===== config.mk =====
export PLATFORM = sky130hd
export DESIGN_NAME = bdec_core
export DESIGN_NICKNAME = d
export VERILOG_FILES = /design/src/hw/bdec_pkg.sv /design/src/hw/bdec_onehot.sv /design/src/hw/bdec_core.sv
export SDC_FILE = /design/constraint.sdc
export NUM_CORES = 1
export LEC_CHECK = 0
export BUFFER_PORTS_ARGS = -buffer_cell sky130_fd_sc_hd__buf_4
export CAP_MARGIN = 20
export CORE_ASPECT_RATIO = 1.25
export CORE_MARGIN = 2
export CORE_UTILIZATION = 59
export CTS_BUF_LIST = sky130_fd_sc_hd__clkbuf_8
export DETAILED_ROUTE_END_ITERATION = 6
export PLACE_DENSITY = 0.92
export RECOVER_POWER = 100
export SLEW_MARGIN = 20
export SYNTH_ARGS = -nofsm -noshare
export SYNTH_HDL_FRONTEND = slang
export SYNTH_SLANG_ARGS = --single-unit

===== constraint.sdc =====
create_clock -name i_clk -period 5.1 [get_ports i_clk]
set_input_delay 0.255 -clock i_clk [delete_from_list [all_inputs] [get_ports i_clk]]
set_output_delay 0.255 -clock i_clk [all_outputs]
set_load 0.005 [all_outputs]

===== src/hw/bdec_pkg.sv =====
// Package for the binary to one-hot decode datapath.
// Assumes a single 125 MHz clock domain and no software registers.
package bdec_pkg;
  localparam int BDEC_SEL_W = 4;
  localparam int BDEC_SRC_W = 8;
  localparam int BDEC_FIELD_W = 256;
  localparam int BDEC_WORD_W = 16;
  localparam logic [3:0] BDEC_N_NOP = 4'h0;
  localparam logic [3:0] BDEC_N_BIT_MAX = 4'h8;
  localparam logic [3:0] BDEC_N_WORD_MAX = 4'h4;
  localparam logic [255:0] BDEC_FIELD_RST = 256'h0;
  localparam logic [15:0] BDEC_WORD_RST = 16'h0;
  typedef enum logic {BDEC_DST_BIT, BDEC_DST_WORD} bdec_dst_t;
endpackage


===== src/hw/bdec_onehot.sv =====
// One-hot generator for a field of 2^n bits at the low end of a bus.
// Purely combinational; caller qualifies n.
`timescale 1ns/1ps
module bdec_onehot
  import bdec_pkg::*;
(
  input wire logic [BDEC_SRC_W-1:0] i_value,
  input wire logic [BDEC_SEL_W-1:0] i_n,
  output logic [BDEC_FIELD_W-1:0] o_hot,
  output logic [BDEC_FIELD_W-1:0] o_span
);
  // Mask keeps only the n low source bits
  logic [BDEC_SRC_W-1:0] idx;
  genvar g;
  generate
    for (g = 0; g < BDEC_SRC_W; g++) begin : g_mask
      assign idx[g] = (g < i_n);
    end
  endgenerate
  // Decoded position; all-zero source lands on bit 0
  assign o_hot = BDEC_FIELD_W'(1) << (i_value & idx); // RQ1 RQ4 RQ6
  // Span of field bits owned by this width
  assign o_span = (BDEC_FIELD_W'(1) << (9'(1) << i_n)) - BDEC_FIELD_W'(1);
endmodule // bdec_onehot


===== src/hw/bdec_core.sv =====
// Decode datapath: source value to one bit set in a bit field or a word.
// Assumes command and operands come from same-clock controller logic.
// Overview of operation
// RQ1 - Exactly one bit set in 2^n field, at position equal to source value
// RQ2 - Width zero does nothing; destination unchanged; valid widths 1 to 8
// RQ3 - Bit field destination spans up to 256 bits from first bit
// RQ4 - Bit field with zero source turns on offset zero
// RQ5 - Word destination width 1 to 4; only n low source bits used
// RQ6 - Word destination with zero source sets bit zero
// RQ7 - Word destination with width three or less clears upper bits
// RQ8 - Inactive command holds destination as left by last execution
// RQ9 - Program must reserve whole destination range for decoder alone
// RQ10 - Continuous form decodes every scan; edge form once per rising command
// RQ11 - Each execution clears all other field bits
`timescale 1ns/1ps
module bdec_core
  import bdec_pkg::*;
(
  input wire logic i_clk,
  input wire logic i_rst_n,
  input wire logic i_value_decode_op,
  input wire logic i_value_decode_edge_op,
  input wire bdec_dst_t i_dst,
  input wire logic [BDEC_SRC_W-1:0] i_src,
  input wire logic [BDEC_SEL_W-1:0] i_n,
  output logic [BDEC_FIELD_W-1:0] o_field,
  output logic [BDEC_WORD_W-1:0] o_word,
  output logic o_exec_state_out
);
  ////////////////////////////////////////////////////////////////////////
  // Command qualification
  logic cmd_q;
  logic [BDEC_FIELD_W-1:0] hot;
  logic [BDEC_FIELD_W-1:0] span;
  logic n_ok;
  logic edge_rise;
  logic fire;
  // Reference values for the checks; the datapath never reads them
  logic [BDEC_SRC_W-1:0] src_pos;
  logic [BDEC_FIELD_W-1:0] low_mask;

  // Legal widths depend on destination kind; shared by logic and covers
  function automatic logic width_ok(input bdec_dst_t dst, input logic [BDEC_SEL_W-1:0] n);
    if (n == BDEC_N_NOP) begin
      return 1'b0; // RQ2
    end else if (dst == BDEC_DST_BIT) begin
      return n <= BDEC_N_BIT_MAX; // RQ3
    end else begin
      return n <= BDEC_N_WORD_MAX; // RQ5
    end
  endfunction

  // Previous command level for edge form
  always_ff @(posedge i_clk or negedge i_rst_n) begin
    if (!i_rst_n) begin
      cmd_q <= 1'b0;
    end else begin
      cmd_q <= i_value_decode_edge_op;
    end
  end

  // Width legality differs by destination kind; illegal widths are refused, not clamped
  assign n_ok = width_ok(i_dst, i_n); // RQ2 RQ3 RQ5
  // Edge form fires only on a low-to-high step; a command high at reset release counts
  assign edge_rise = i_value_decode_edge_op && !cmd_q; // RQ10
  // Both forms may be on together; either one runs the decode
  assign fire = n_ok && (i_value_decode_op || edge_rise); // RQ10

  bdec_onehot u_hot (
    .i_value(i_src),
    .i_n(i_n),
    .o_hot(hot),
    .o_span(span)
  );

  ////////////////////////////////////////////////////////////////////////
  // Destinations; held when not fired
  // Bit field keeps bits past 2^n so other users of the range are not disturbed
  always_ff @(posedge i_clk or negedge i_rst_n) begin
    if (!i_rst_n) begin
      o_field <= BDEC_FIELD_RST;
    end else if (fire && i_dst == BDEC_DST_BIT) begin
      o_field <= (o_field & ~span) | hot; // RQ1 RQ11; bits past field untouched
    end // RQ8
  end

  // Word: whole word rewritten, upper bits cleared
  always_ff @(posedge i_clk or negedge i_rst_n) begin
    if (!i_rst_n) begin
      o_word <= BDEC_WORD_RST;
    end else if (fire && i_dst == BDEC_DST_WORD) begin
      o_word <= hot[BDEC_WORD_W-1:0]; // RQ6 RQ7 RQ11
    end
  end

  // Execution state follows whether the op ran this scan
  always_ff @(posedge i_clk or negedge i_rst_n) begin
    if (!i_rst_n) begin
      o_exec_state_out <= 1'b0;
    end else begin
      o_exec_state_out <= fire;
    end
  end

  ////////////////////////////////////////////////////////////////////////
  // Checks
  // Each check looks one scan after the firing edge, where the registered result stands.
  // Reference position and field mask are rebuilt here from the rules, not from the generator.
  assign src_pos = i_src & ((BDEC_SRC_W'(1) << i_n) - BDEC_SRC_W'(1));
  assign low_mask = ~({BDEC_FIELD_W{1'b1}} << (9'(1) << i_n));

  property p_word_hot;
    @(posedge i_clk) disable iff (!i_rst_n)
    (fire && i_dst == BDEC_DST_WORD) |=> $onehot(o_word) && o_word[$past(src_pos[3:0])];
  endproperty
  a_word_hot: assert property (p_word_hot) else $error("word not one-hot"); // RQ6

  property p_nop;
    @(posedge i_clk) disable iff (!i_rst_n)
    (i_n == BDEC_N_NOP) |=> $stable(o_field) && $stable(o_word);
  endproperty
  a_nop: assert property (p_nop) else $error("zero width changed output"); // RQ2

  property p_hold;
    @(posedge i_clk) disable iff (!i_rst_n)
    (!i_value_decode_op && !i_value_decode_edge_op) |=> $stable(o_field) && $stable(o_word);
  endproperty
  a_hold: assert property (p_hold) else $error("output moved while idle"); // RQ8

  property p_edge_once;
    @(posedge i_clk) disable iff (!i_rst_n)
    (!i_value_decode_op && i_value_decode_edge_op && cmd_q) |=> !o_exec_state_out;
  endproperty
  a_edge_once: assert property (p_edge_once) else $error("edge form ran twice"); // RQ10

  property p_field_pos;
    @(posedge i_clk) disable iff (!i_rst_n)
    (fire && i_dst == BDEC_DST_BIT && i_n == 4'h8) |=> o_field[$past(i_src)] && $onehot(o_field);
  endproperty
  a_field_pos: assert property (p_field_pos) else $error("wrong bit set"); // RQ1 RQ3 RQ11

  property p_zero_src;
    @(posedge i_clk) disable iff (!i_rst_n)
    (fire && i_dst == BDEC_DST_BIT && i_src == 8'h00) |=> o_field[0];
  endproperty
  a_zero_src: assert property (p_zero_src) else $error("zero source missed bit 0"); // RQ4

  property p_word_upper;
    @(posedge i_clk) disable iff (!i_rst_n)
    (fire && i_dst == BDEC_DST_WORD && i_n <= 4'h3) |=>
      (o_word & ~$past(low_mask[BDEC_WORD_W-1:0])) == 16'h0000;
  endproperty
  a_word_upper: assert property (p_word_upper) else $error("upper word bits set"); // RQ7

  property p_word_range;
    @(posedge i_clk) disable iff (!i_rst_n)
    (i_value_decode_op && i_dst == BDEC_DST_WORD && i_n > 4'h4) |=> !o_exec_state_out;
  endproperty
  a_word_range: assert property (p_word_range) else $error("word width over 4 ran"); // RQ5

  property p_cont;
    @(posedge i_clk) disable iff (!i_rst_n)
    (i_value_decode_op && n_ok) [*3] |=> o_exec_state_out;
  endproperty
  a_cont: assert property (p_cont) else $error("continuous form skipped scan"); // RQ10

  property p_both;
    @(posedge i_clk) disable iff (!i_rst_n)
    (i_value_decode_op && i_value_decode_edge_op && n_ok) |=> o_exec_state_out;
  endproperty
  a_both: assert property (p_both) else $error("both forms on but no run"); // RQ10

  property p_field_pick;
    @(posedge i_clk) disable iff (!i_rst_n)
    (fire && i_dst == BDEC_DST_BIT) |=> o_field[$past(src_pos)];
  endproperty
  a_field_pick: assert property (p_field_pick) else $error("field bit at source value not set"); // RQ1 RQ4

  property p_field_single;
    @(posedge i_clk) disable iff (!i_rst_n)
    (fire && i_dst == BDEC_DST_BIT) |=> $countones(o_field & $past(low_mask)) == 1;
  endproperty
  a_field_single: assert property (p_field_single) else $error("field holds other than one set bit"); // RQ11

  property p_field_keep;
    @(posedge i_clk) disable iff (!i_rst_n)
    (fire && i_dst == BDEC_DST_BIT) |=> (o_field & ~$past(low_mask)) == $past(o_field & ~low_mask);
  endproperty
  a_field_keep: assert property (p_field_keep) else $error("field bits past the span moved"); // RQ3

  property p_bit_range;
    @(posedge i_clk) disable iff (!i_rst_n)
    (i_value_decode_op && i_dst == BDEC_DST_BIT && i_n > BDEC_N_BIT_MAX) |=> !o_exec_state_out;
  endproperty
  a_bit_range: assert property (p_bit_range) else $error("bit width over 8 ran"); // RQ2 RQ3

  property p_nop_exec;
    @(posedge i_clk) disable iff (!i_rst_n)
    (i_n == BDEC_N_NOP) |=> !o_exec_state_out;
  endproperty
  a_nop_exec: assert property (p_nop_exec) else $error("zero width reported a run"); // RQ2

  property p_idle;
    @(posedge i_clk) disable iff (!i_rst_n)
    !fire |=> $stable(o_field) && $stable(o_word);
  endproperty
  a_idle: assert property (p_idle) else $error("output moved without a run"); // RQ8

  property p_word_apart;
    @(posedge i_clk) disable iff (!i_rst_n)
    (fire && i_dst == BDEC_DST_BIT) |=> $stable(o_word);
  endproperty
  a_word_apart: assert property (p_word_apart) else $error("bit field run moved the word"); // RQ8

  property p_field_apart;
    @(posedge i_clk) disable iff (!i_rst_n)
    (fire && i_dst == BDEC_DST_WORD) |=> $stable(o_field);
  endproperty
  a_field_apart: assert property (p_field_apart) else $error("word run moved the field"); // RQ8

  c_bit: cover property (@(posedge i_clk) fire && i_dst == BDEC_DST_BIT && i_n == 4'h8);
  c_word: cover property (@(posedge i_clk) fire && i_dst == BDEC_DST_WORD);
  c_edge: cover property (@(posedge i_clk) i_value_decode_edge_op && !cmd_q && n_ok);
  c_both: cover property (@(posedge i_clk) i_value_decode_op && i_value_decode_edge_op && n_ok);
  c_refused: cover property (@(posedge i_clk) i_value_decode_op && !width_ok(i_dst, i_n));
endmodule // bdec_core


---- After elaboration in Yosys (flattened, before gate mapping) ----
Cells that the tools add are included.
word-level totals
  flip-flop bits (word level) ............. 274
  bits of input ports ..................... 17
  output and inout port bits .............. 273
  logic and storage cells ................. 32
cells by class
  shifts and indexed selects .............. 3
  add/sub/neg operators ................... 1
  bitwise operators ....................... 5
  mux-type cells .......................... 2
  order comparisons ....................... 10
  reduce and logical (&&, ||, !) cells .... 7
operators by type and width
  operator                 count
  $and 256x256->256        1
  $not 256->256            1
  $or 256x256->256         1
  $shl 1x8->256 const A    1
  $shl 1x9->256 const A    1
  $sub 256x2->256 const B  1
  $lt 3x4->1 const A       4
  $shl 1x4->9 const A      1
  $and 8x8->8              1
  $lt 1x4->1 const A       2
  $lt 2x4->1 const A       2
  $le 4x3->1 const B       1
  $le 4x4->1 const B       1
  $logic_and 1x1->1        4
  $logic_not 4->1          1
  $mux 1                   2
  $logic_not 1->1          1
  $logic_or 1x1->1         1
  $not 1->1                1

---- Logic depth before layout (Yosys ltp) ----
Gate-level depths: netlist of run 1.
  depth after elaboration ................. 6
  mapped depth ............................ 11

---- By module ----
Synthesis of run 1 repeated with hierarchy kept, for this count alone.
second synthesis, totals
  cell total of the unflattened synthesis .. 2,184
  area total of the unflattened synthesis .. 17,081.4 sq um
by module, submodules not included
  module       instances  cells each  area each (sq um)
  bdec_core    1          1,441       13,085.0
  bdec_onehot  1          743         3,996.3

---- Worst setup path before layout of run 1 ----
No wires, ideal clock.
  path kind ............................... input port to flip-flop
  from .................................... in i_n[3]
  to ...................................... reg o_field[2]
  data arrival time ....................... 2,508 ps
  setup time .............................. 121 ps
  path slack .............................. 2,471 ps
  required time ........................... 4,979 ps
  stages on the path ...................... 9
  path through ............................ buf_4 -> nor4_4 -> buf_2 -> inv_1 -> ha_1 -> or4b_2 -> a21oi_1 -> o21ai_0 -> a22o_1
between the ends
  cells in the longest elaborated chain, start to end .. 6
  elaborated cells on any way between the ends .. 23
  those cells by class .................... 1 x add/sub; 10 x order compare; 3 x shift; 2 x mux; 4 x bitwise; 3 x reduce/logical
RTL lines
  element               RTL line           text
  start, declared       bdec_core.sv:25    input wire logic [BDEC_SEL_W-1:0] i_n,
  $shl 1x4->9           bdec_onehot.sv:23  assign o_span = (BDEC_FIELD_W'(1) << (9'(1) << i_n)) - BDEC_FIELD_W'(1);
  $shl 1x9->256         bdec_onehot.sv:23
  $sub 256x2->256       bdec_onehot.sv:23
  $not 256->256         bdec_core.sv:83    o_field <= (o_field & ~span) | hot;
  $and 256x256->256     bdec_core.sv:83
  $or 256x256->256      bdec_core.sv:83
  end signal, assigned  bdec_core.sv:83
  end, declared         bdec_core.sv:26    output logic [BDEC_FIELD_W-1:0] o_field,
Parallel ways exist; a longest one is shown, timed or not.
A chain may end at the register's enable or synchronous reset.

---- Worst setup path in the final report of run 1 ----
  from .................................... in i_value_decode_edge_op
  to ...................................... reg o_field[191]
between the ends
  cells in the longest elaborated chain, start to end .. 4
RTL lines
  element            RTL line         text
  start, declared    bdec_core.sv:22  input wire logic i_value_decode_edge_op,
  $logic_and 1x1->1  bdec_core.sv:65  assign edge_rise = i_value_decode_edge_op && !cmd_q;
  $logic_or 1x1->1   bdec_core.sv:67  assign fire = n_ok && (i_value_decode_op || edge_rise);
  $logic_and 1x1->1  bdec_core.sv:67
  $logic_and 1x1->1  bdec_core.sv:82  end else if (fire && i_dst == BDEC_DST_BIT) begin
No other way between the ends.

==> key figures, run 1 <==
Synth
  – Largest area contributor in the netlist: dfrtp_1
  – Register area share after synthesis: 0.6155
  – Commonest cells in the netlist: dfrtp_1, a22o_1, o2bb2ai_1
  – Post-synth top flop: dfrtp_1
  – Cell count after synthesis: 859
  – Area contributors post-synth: dfrtp_1, a22o_1, o2bb2ai_1
  – Top-count cell post-synth: dfrtp_1
  – Syn nets: 877
  – Netlist cell types: 70
  – Yosys reg bits: 274
  – EDFF count, synth: 0
  – Post-synth ARST share: 1.000
  – Syn_area_per_cell: roughly 13 µm²
  – Syn. warnings: 0
  – Area share of the largest cell type after synthesis: 0.6155
  – Mapped Area: 11,140 µm²

Placed design
  – Hpwl dp: ~23,000 µm
  – DP Worst Slack: 2.055 ns
  – Placer Congestion: 0.8742
  – Port Buffers: 289
  – Placed insts: 1,323
  – DP Area: 13,360 µm²

Worst setup path
  – Type of origin of the critical path: primary input
  – Crit-path max FO: 34
  – Slowest cell on crit path: clkbuf_1
  – Cell-by-cell trace of the critical path: dlygate4sd3_1 > clkbuf_4 > nor2b_1 > o21a_1 > nand2_1 > clkbuf_1 > a22o_1
  – Crit. End Element: register
  – Worst r2r path cells: 5
  – CP max stage delay: 0.84 ns
  – Crit path DAT: 4.08 ns
  – Worst setup path category: in2reg
  – Crit path required time: 5.52 ns

STA
  – Final period util: 0.7194
  – RSZ-0062 raised after global routing: false
  – Fin Clk Skew: 0.01905 ns
  – Max-slew violations: 161
  – Slew at the pin closest to its max-slew limit: around 2.4 ns
  – Final Critical Period: 3.669 ns
  – Hold Vio Cnt, Final: 0
  – Worst Setup Slack, final: 1.431 ns
  – Setup TNS: 0 ns
  – Fmax: 272.5 MHz
  – Endpoints failing setup: 0
  – Relative slew margins: -0.5783

Power
  – VDD IR max: between 200 and 250 µV
  – Leakage: 6.458 nW
  – Pwr dens: 318.7 nW/µm²

Drt
  – # DRC: 0
  – Via density: 6.581
  – Antenna Violating Nets Remaining: 0
  – DR WL/cell: roughly 25 µm
  – Routed vias: 9,168
  – 1st-iter DRT viols: 734
  – Pre-Repair DR Iteration Count: 6
  – WL final: 34,430 µm

Floorplanning
  – Die span in y: about 160 µm
  – Ports: 290
  – Die area: 20,000 µm²
  – # rows: 56
  – Die X: ~130 µm
  – Core area: 18,640 µm²
  – Initial core utilization: 0.5977

Finish
  – Share of cells above drive strength 1: 0.2601
  – Utilization after layout: 0.7376
  – Area delta synth->final: 23.41%
  – Number of diodes: 0
  – Post-route cell area: 13,750 µm²
  – Finished Layout Cells: 1,393
  – Final #Nets: 1,152

Global route
  – Largest net degree at the start of global routing: 136
  – Number of global-route vias before repair: 9,124
  – Total gr overflow: 0
  – First-pass GRT wire length: 52,450 µm
  – Initial antenna violation count: 0
  – Overall routing resource usage: 0.3361

Clock network
  – H-tree levels: 2
  – Clock latency on the worst-skew pair: 0.54 ns
  – Max Root-Sink Buffers: 3
  – CTS tree: done
  – Sink Count: around 270
  – Root Buffer: clkbuf_8
  – Clock slew at reported path FFs: 0.06 ns
  – Num CTS Buffers: 39
  – Setup bufs post-CTS: 0

Run status
  – Outcome: complete, but fails checks
  – Failing checks: capacitance limit, slew limit

Worst hold path
  – Worst hold path stage count: 2
  – Hold Crit Class: in2reg

Flow run
  – Max Cap Violations: 4
[worst max-delay path: cells and delay by family]
kind / cells / cell delay, ns
AOI/OAI and AO/OA: 2 / 1.02
buffers and inverters: 3 / 1.50
and+or+nand+nor: 2 / 1.30
[where the power goes]
group / internal [W] / switching [W]
clock network: 0.000954 / 0.000826
logic: 0.000117 / 0.000231
registers: 0.00222 / 0.0000314
total: 0.00329 / 0.00109
[area by class of cell]
class	instances	area [µm²]
flip-flops and latches	274	6857
repair buffers	300	1913
fillers	1336	4890
well taps	232	290.3
clock inverters	20	141.4
inverters	6	22.52
clock buffers	48	660.6
multi-input cells	513	3864
[cell usage in the layout (no fill, tap or decap), types with 11 or more instances in the layout]
master	instances
nand2_1	53
clkbuf_1	91
clkbuf_8	48
o2bb2ai_1	60
nand3_1	27
dfrtp_1	274
clkbuf_4	184
o21ai_0	51
nor2_1	17
inv_1	17
nor3_2	11
buf_4	19
a22o_1	167
nor3_1	14
[final timing paths]
| path | startpoint | endpoint | slack, ns |
|---|---|---|---|
| worst min register to register | o_field[50] | o_field[50] | 0.49 |
| min in group asynchronous | i_rst_n | o_field[76] | 0.40 |
| worst min-delay path | i_value_decode_op | o_exec_state_out | 0.05 |
| max in group asynchronous | i_rst_n | o_field[233] | 2.56 |
| worst max-delay path | i_value_decode_edge_op | o_field[191] | 1.43 |
| worst max register to register | cmd_q | o_field[191] | 1.48 |
[what timing repair did]
action | in CTS | in global routing
gates resized for setup | 0 | 0
endpoints found under the hold margin | 133 | 0
hold buffers | 2 | 0
[flip-flops by register name, summed over array words and instances, names as in the netlist]
register	count
o_field	256
o_word	16
cmd_q	1
o_exec_state_out	1
[routing by layer]
layer / vias up / GRT usage / part of all wire
met5: - / 0 / 0
met4: 0 / 0.1465 / 0.044
met3: 107 / 0.06827 / 0.078
met2: 532 / 0.5566 / 0.50
met1: 4671 / 0.4351 / 0.38
li1: 3858 / - / -
[per-stage QoR]
| stage | total power, W | hold WS (ns) |
|---|---|---|
| 2_1_floorplan | 0.002470 | -0.04059 |
| 3_3_place_gp | 0.002646 | 0.3747 |
| 4_1_cts | 0.004412 | 0.06459 |
| 5_1_grt | 0.004519 | 0.04368 |
| 3_5_place_dp | 0.002659 | 0.3815 |
| 6_report | 0.004382 | 0.04565 |
[cells by family after synthesis]
logic type / Yosys count / synth area share
AOI/OAI and AO/OA: 331 / 0.2462
DFF: 274 / 0.6155
adders and majority gates: 2 / 0.002021
buffers and inverters: 72 / 0.03257
and+or+nand+nor: 179 / 0.1030
xor gates and xnor gates: 1 / 0.0007863
Power figures use the tool's default switching activity.
==> run 2: changes to the inputs <==
--- a/config.mk
+++ b/config.mk
@@ -9,10 +9,10 @@
 export CAP_MARGIN = 20
 export CORE_ASPECT_RATIO = 1.25
 export CORE_MARGIN = 2
-export CORE_UTILIZATION = 59
+export CORE_UTILIZATION = 55
 export CTS_BUF_LIST = sky130_fd_sc_hd__clkbuf_8
 export DETAILED_ROUTE_END_ITERATION = 6
-export PLACE_DENSITY = 0.92
+export PLACE_DENSITY = 0.87
 export RECOVER_POWER = 100
 export SLEW_MARGIN = 20
 export SYNTH_ARGS = -nofsm -noshare
==> constraint.sdc (replaced) <==
create_clock -name i_clk -period 3.7 [get_ports i_clk]
set_input_delay 0.185 -clock i_clk [delete_from_list [all_inputs] [get_ports i_clk]]
set_output_delay 0.185 -clock i_clk [all_outputs]
set_load 0.005 [all_outputs]
==> run 2 against run 1 <==
The flow still finishes with violations (capacitance limit, slew limit). Non-clock buffer count increased by 8. Sequential power increased by 38%. Worst hold slack improved by 0.11 ns. Core utilization decreased by 3.8 points. Flip-flop and latch count unchanged. Critical path depth decreased by 2. Worst setup slack got worse by 0.83 ns. Clock power increased by 42%. Total power increased by 40%. Largest cell class unchanged. Cell area increased by 2.0%. Highest routed layer unchanged. Final cell count increased by 3.7%.
==> key figures, run 2 (synthesized netlist as in run 1, its figures left out) <==
Worst setup path
  – Slowest cell on crit path: o31ai_1
  – Cell-by-cell trace of the critical path: clkbuf_1 > o31ai_1 > o21ai_0 > nor2_1 > a22o_1
  – R2r endpoint: o_field[71]
  – Setup slack, reg-to-reg: 0.96 ns
  – Crit path DAT: 3.57 ns
  – Reg2Reg Launch Point: cmd_q
  – Crit-path max FO: 38
  – CP max stage delay: 1.13 ns
  – Family with the most delay on the worst path: compound AO/OA/AOI/OAI gates
  – Crit. End Element: register
  – Worst setup path category: in2reg
  – Worst Path Buf+Inv: 1
  – Crit path required time: 4.17 ns
  – Type of origin of the critical path: primary input
  – Worst r2r path cells: 6

Power
  – Switching Share: 0.2511
  – Flop pwr share: 0.509
  – VDD IR max: 231.6 µV
  – Clock Power Share: 0.412
  – Leakage: around 6.6 nW
  – Pwr dens: 436.2 nW/µm²
  – Internal Power: 0.004581 W
  – Switch Pwr: 0.001536 W
  – Logic gate share of total power: 0.080

Finish
  – Number of diodes: 0
  – Top Registers: o_field x256, o_word x16
  – Most frequent cells in the layout: dfrtp_1, clkbuf_4, a22o_1
  – Most common cell after layout, fill and taps aside: dfrtp_1
  – Multi-input logic area: approximately 3900 µm²
  – Share of cells above drive strength 1: 0.2894
  – Largest Register: o_field
  – Finished Layout Cells: 1,445
  – Final #Nets: 1,162
  – Seq. cell area: 6857 µm²
  – Max reg flops: 256
  – Utilization after layout: 0.7000
  – Area delta synth->final: 25.85%
  – # fillers: roughly 1,500

Clock network
  – CTS tree: done
  – Root Buffer: clkbuf_8
  – Clock slew at reported path FFs: 0.07 ns
  – Clock latency on the worst-skew pair: 0.55 ns
  – H-tree levels: 2
  – Num CTS Buffers: 41
  – Setup bufs post-CTS: 0
  – Max Root-Sink Buffers: 3
  – Sink Count: about 270

Placed design
  – Placer Congestion: between 0.8 and 0.9
  – Port Buffers: 289
  – Hpwl dp: 23,540 µm
  – Placed insts: 1,367

Worst hold path
  – Hold Crit Class: in2reg
  – Worst hold path stage count: 4
  – HP Start: i_src[0]
  – Worst Hold End: o_field[160]

STA
  – Hold Vio Cnt, Final: 0
  – Final Critical Period: 3.101 ns
  – Fmax: approximately 320 MHz
  – RSZ-0062 raised after global routing: false
  – Relative slew margins: -0.5788
  – Final period util: 0.8380
  – Max-slew violations: ~180
  – Setup TNS: 0 ns
  – Fin Clk Skew: 0.01270 ns
  – Slew at the pin closest to its max-slew limit: roughly 2.4 ns
  – Endpoints failing setup: 0

Global route
  – Number of global-route vias before repair: 9,089
  – Initial antenna violation count: 0
  – First-pass GRT wire length: 52,720 µm
  – Total gr overflow: 0
  – Overall routing resource usage: 0.3147
  – Largest net degree at the start of global routing: 94

Drt
  – 1st-iter DRT viols: roughly 830
  – Pre-Repair DR Iteration Count: 5
  – Antenna Violating Nets Remaining: 0
  – WL final: between 30,000 and 40,000 µm
  – # DRC: 0
  – Routed vias: 9,115
  – DR WL/cell: around 24 µm
  – Via density: 6.308

Run status
  – Failing checks: capacitance limit, slew limit
  – Outcome: complete, but fails checks

Floorplanning
  – Die area: 21,420 µm²
  – Core area: ~20,000 µm²
  – Initial core utilization: 0.5562
  – Die X: about 130 µm
  – # rows: between 50 and 60
  – Die span in y: 163.1 µm
  – Ports: 290

Flow run
  – Max Cap Violations: 4
run 2: cell types whose count changed in the layout (fill, tap and decap cells not counted), moves of 4 or more:
cell / before / now
nor3_1: 14 / 10
nor3_4: 8 / 12
clkbuf_1: 91 / 70
clkbuf_4: 184 / 205
clkbuf_8: 48 / 52
clkbuf_2: 1 / 5
run 2: how the worst max path moves through the flow:
| stage | from | to | slack (ns) | cells after the start |
|---|---|---|---|---|
| global placement | i_n[2] | o_field[186] | 1.01 | 7 |
| floorplan | i_n[3] | o_field[2] | 1.14 | 9 |
| finish | i_n[3] | o_field[1] | 0.60 | 5 |
| detailed placement | i_n[2] | o_field[170] | 0.95 | 7 |
| global route | i_n[3] | o_field[1] | 0.50 | 5 |
| CTS | cmd_q | o_field[187] | 1.21 | 6 |
run 2: cell type report:
cell class,instances,area share
Clock buffer,52,0.05104
Clock inverter,22,0.009370
Inverter,6,0.001606
Multi-Input combinational cell,513,0.2782
Sequential cell,274,0.4890
Tap cell,270,0.02409
Timing Repair Buffer,308,0.1466
run 2: worst register-to-register path: stages (launching register included):
cell      delay (ns)
dfrtp_1         0.33
nor2b_1         0.04
buf_4           0.17
o21a_1          0.40
nand2_1         0.18
clkbuf_1        1.20
a22o_1          0.35
run 2: routing by layer:
layer,vias up,global-route usage,part of all wire
li1,3884,-,-
met1,4635,0.3948,0.39
met2,487,0.5328,0.49
met3,109,0.06487,0.070
met4,0,0.1428,0.049
met5,-,0,0
run 2: per-stage QoR:
step	cell area, µm²	hold WS, ns	worst slack [ns]	power, W
finish	14020	0.1551	0.5995	0.006117
detailed placement	13470	0.2291	0.9465	0.003667
floorplan	11140	-0.1106	1.141	0.003405
global placement	13470	0.2326	1.010	0.003651
CTS	14350	0.09055	1.208	0.006151
global route	14020	0.1639	0.4988	0.006305
run 2: timing repair:
item / in CTS / in global routing
hold buffers: 4 / 0
endpoints found under the hold margin: 91 / 0
resized for setup: 0 / 0
run 2: power groups by stage:
stage	Sequential, W	Clock, W	Combinational, W
finish	0.00311	0.00252	0.000487
global route	0.00311	0.00266	0.000525
detailed placement	0.00316	0	0.000503
CTS	0.00311	0.00253	0.000509
global placement	0.00316	0	0.000489
floorplan	0.00316	0	0.000246
==> run 3: changes to the inputs <==
==> constraint.sdc (replaced) <==
create_clock -name i_clk -period 2.91 [get_ports i_clk]
set_input_delay 0.1455 -clock i_clk [delete_from_list [all_inputs] [get_ports i_clk]]
set_output_delay 0.1455 -clock i_clk [all_outputs]
set_load 0.005 [all_outputs]
==> run 3 against run 2 <==
The run now ends clean. Core utilization decreased by 0.069 points. Flip-flop and latch count did not move. Clock power rose by 21%. Combinational power up 28%. Non-clock buffer count up 16. Worst setup slack worse by 0.13 ns. First-iteration DRC count shrank 27%. Critical path depth increased by 3. Critical endpoint is now o_field[139]. Via count increased by 0.31%. Global-route usage fell by 0.36 points. Sequential share of layout area about the same.
==> key figures, run 3 (synthesized netlist as in run 1, its figures left out) <==
Floorplanning
  – Die X: 131.3 µm
  – Core area: 20,030 µm²
  – Die span in y: 163.1 µm
  – # rows: 58
  – Initial core utilization: 0.5562
  – Die area: around 21,000 µm²
  – Ports: 290

Worst setup path
  – CP max stage delay: 1.02 ns
  – Type of origin of the critical path: primary input
  – Crit path required time: 3.38 ns
  – Slowest cell on crit path: clkbuf_1
  – Crit path DAT: between 2 and 3 ns
  – Worst setup path category: in2reg
  – Crit. End Element: register
  – Crit-path max FO: 30
  – Family with the most delay on the worst path: buffers and inverters
  – Cell-by-cell trace of the critical path: dlygate4sd3_1 > clkbuf_4 > nor2b_1 > buf_4 > o21a_1 > nand2_1 > clkbuf_1 > a22o_1
  – Worst Path Buf+Inv: 4

Finish
  – Number of diodes: 0
  – Top Registers: o_field x256, o_word x16
  – Share of cells above drive strength 1: 0.2867
  – Most common cell after layout, fill and taps aside: dfrtp_1
  – Max reg flops: 256
  – Final #Nets: between 1,000 and 1,500
  – Post-route cell area: 14,010 µm²
  – Most frequent cells in the layout: dfrtp_1, clkbuf_4, a22o_1
  – Largest Register: o_field
  – Area delta synth->final: 25.73%
  – Utilization after layout: 0.6993
  – # fillers: 1,516

Power
  – Leakage: 6.623 nW
  – Pwr dens: 544.8 nW/µm²
  – VDD IR max: 254.8 µV

STA
  – Fin Clk Skew: 0.01009 ns
  – Final period util: 0.8391
  – Slew at the pin closest to its max-slew limit: 1.404 ns
  – Fmax: 409.5 MHz
  – Setup TNS: 0 ns
  – Final Critical Period: 2.442 ns
  – Endpoints failing setup: 0
  – Max-slew violations: 0
  – RSZ-0062 raised after global routing: false
  – Relative slew margins: 0.06369
  – Hold Vio Cnt, Final: 0

Clock network
  – Clock slew at reported path FFs: 0.07 ns
  – Clock latency on the worst-skew pair: around 0.53 ns
  – H-tree levels: 2
  – Root Buffer: clkbuf_8
  – Sink Count: around 270
  – Cts repair resizes: 0
  – Num CTS Buffers: 39
  – CTS tree: done
  – Setup bufs post-CTS: 0
  – Max Root-Sink Buffers: 3

Run status
  – Outcome: finished clean

Drt
  – DR WL/cell: ~23 µm
  – WL final: 33,900 µm
  – Routed vias: 9,143
  – # DRC: 0
  – 1st-iter DRT viols: 600
  – Antenna Violating Nets Remaining: 0
  – Pre-Repair DR Iteration Count: 5
  – Via density: approximately 6.3

Global route
  – Largest net degree at the start of global routing: 99
  – Overall routing resource usage: 0.3111
  – Total gr overflow: 0
  – Initial antenna violation count: 0
  – First-pass GRT wire length: 52,010 µm
  – Number of global-route vias before repair: 8,945

Placed design
  – Placer Congestion: between 0.9 and 1
  – Port Buffers: 289
  – Hpwl dp: roughly 24,000 µm
  – DP Area: about 14,000 µm²

Worst hold path
  – Hold Crit Class: in2reg

Flow run
  – Max Cap Violations: 0
[run 3: cell count changes in the layout (fill, tap and decap cells not counted), moves of 3 or more]
cell and change:
clkbuf_8 -3, nor3_1 +5, buf_4 +6, clkbuf_2 +4
nor3_4 -4, clkbuf_1 +7
[run 3: path summary, 6_finish.rpt]
kind                                         from      endpoint  slack (ns)  cells past startpoint
max in group asynchronous                 i_rst_n  o_field[110]        0.92                      3
max reg2reg                                 cmd_q  o_field[139]        0.54                      6
min reg2reg                          o_field[252]  o_field[252]        0.48                      2
max                        i_value_decode_edge_op  o_field[139]        0.47                      8
min                                      i_src[2]  o_field[137]        0.09                      4
min in group asynchronous                 i_rst_n   o_field[86]        0.22                      2
[run 3: power breakdown]
group,total [W],switching [W],internal [W]
clock network,0.00306,0.00145,0.00161
logic,0.000621,0.000398,0.000222
registers,0.00395,0.0000586,0.00390
[run 3: repair_timing]
item                                   in CTS  in global routing
hold buffers                                4                  0
setup endpoints to repair                   0                  0
endpoints found under the hold margin      94                  0
[run 3: layer usage]
layer,track usage,vias up,share of wire
li1,-,3905,-
met5,0,-,0
met1,0.3989,4634,0.39
met3,0.06269,106,0.077
met2,0.5156,498,0.49
met4,0.1462,0,0.047
[run 3: cell type report]
type / count / area [µm²] / area share
well taps: 270 / 337.8 / 0.02412
inverters: 6 / 22.52 / 0.001608
repair buffers: 324 / 2138 / 0.1527
clock inverters: 20 / 118.9 / 0.008486
flip-flops and latches: 274 / 6857 / 0.4895
multi-input cells: 513 / 3859 / 0.2755
clock buffers: 49 / 674.4 / 0.04815
[run 3: metrics by stage]
step           total power (W)  instances  setup slack, ns  hold slack, ns
5_1_grt               0.007863       1456           0.3858          0.1016
6_report              0.007632       1456           0.4682         0.08962
4_1_cts               0.007701       1456           0.8756         0.07580
2_1_floorplan         0.004329        859           0.3905         -0.1501
3_3_place_gp          0.004660       1383           0.6688          0.2153
3_5_place_dp          0.004678       1383           0.6208          0.2170
[run 3: worst min-delay path, delay by kind of cell]
kind                   cells  cell delay [ns]
AOI/OAI and AO/OA          2             0.22
buffers and inverters      1             0.13
and+or+nand+nor            1             0.09
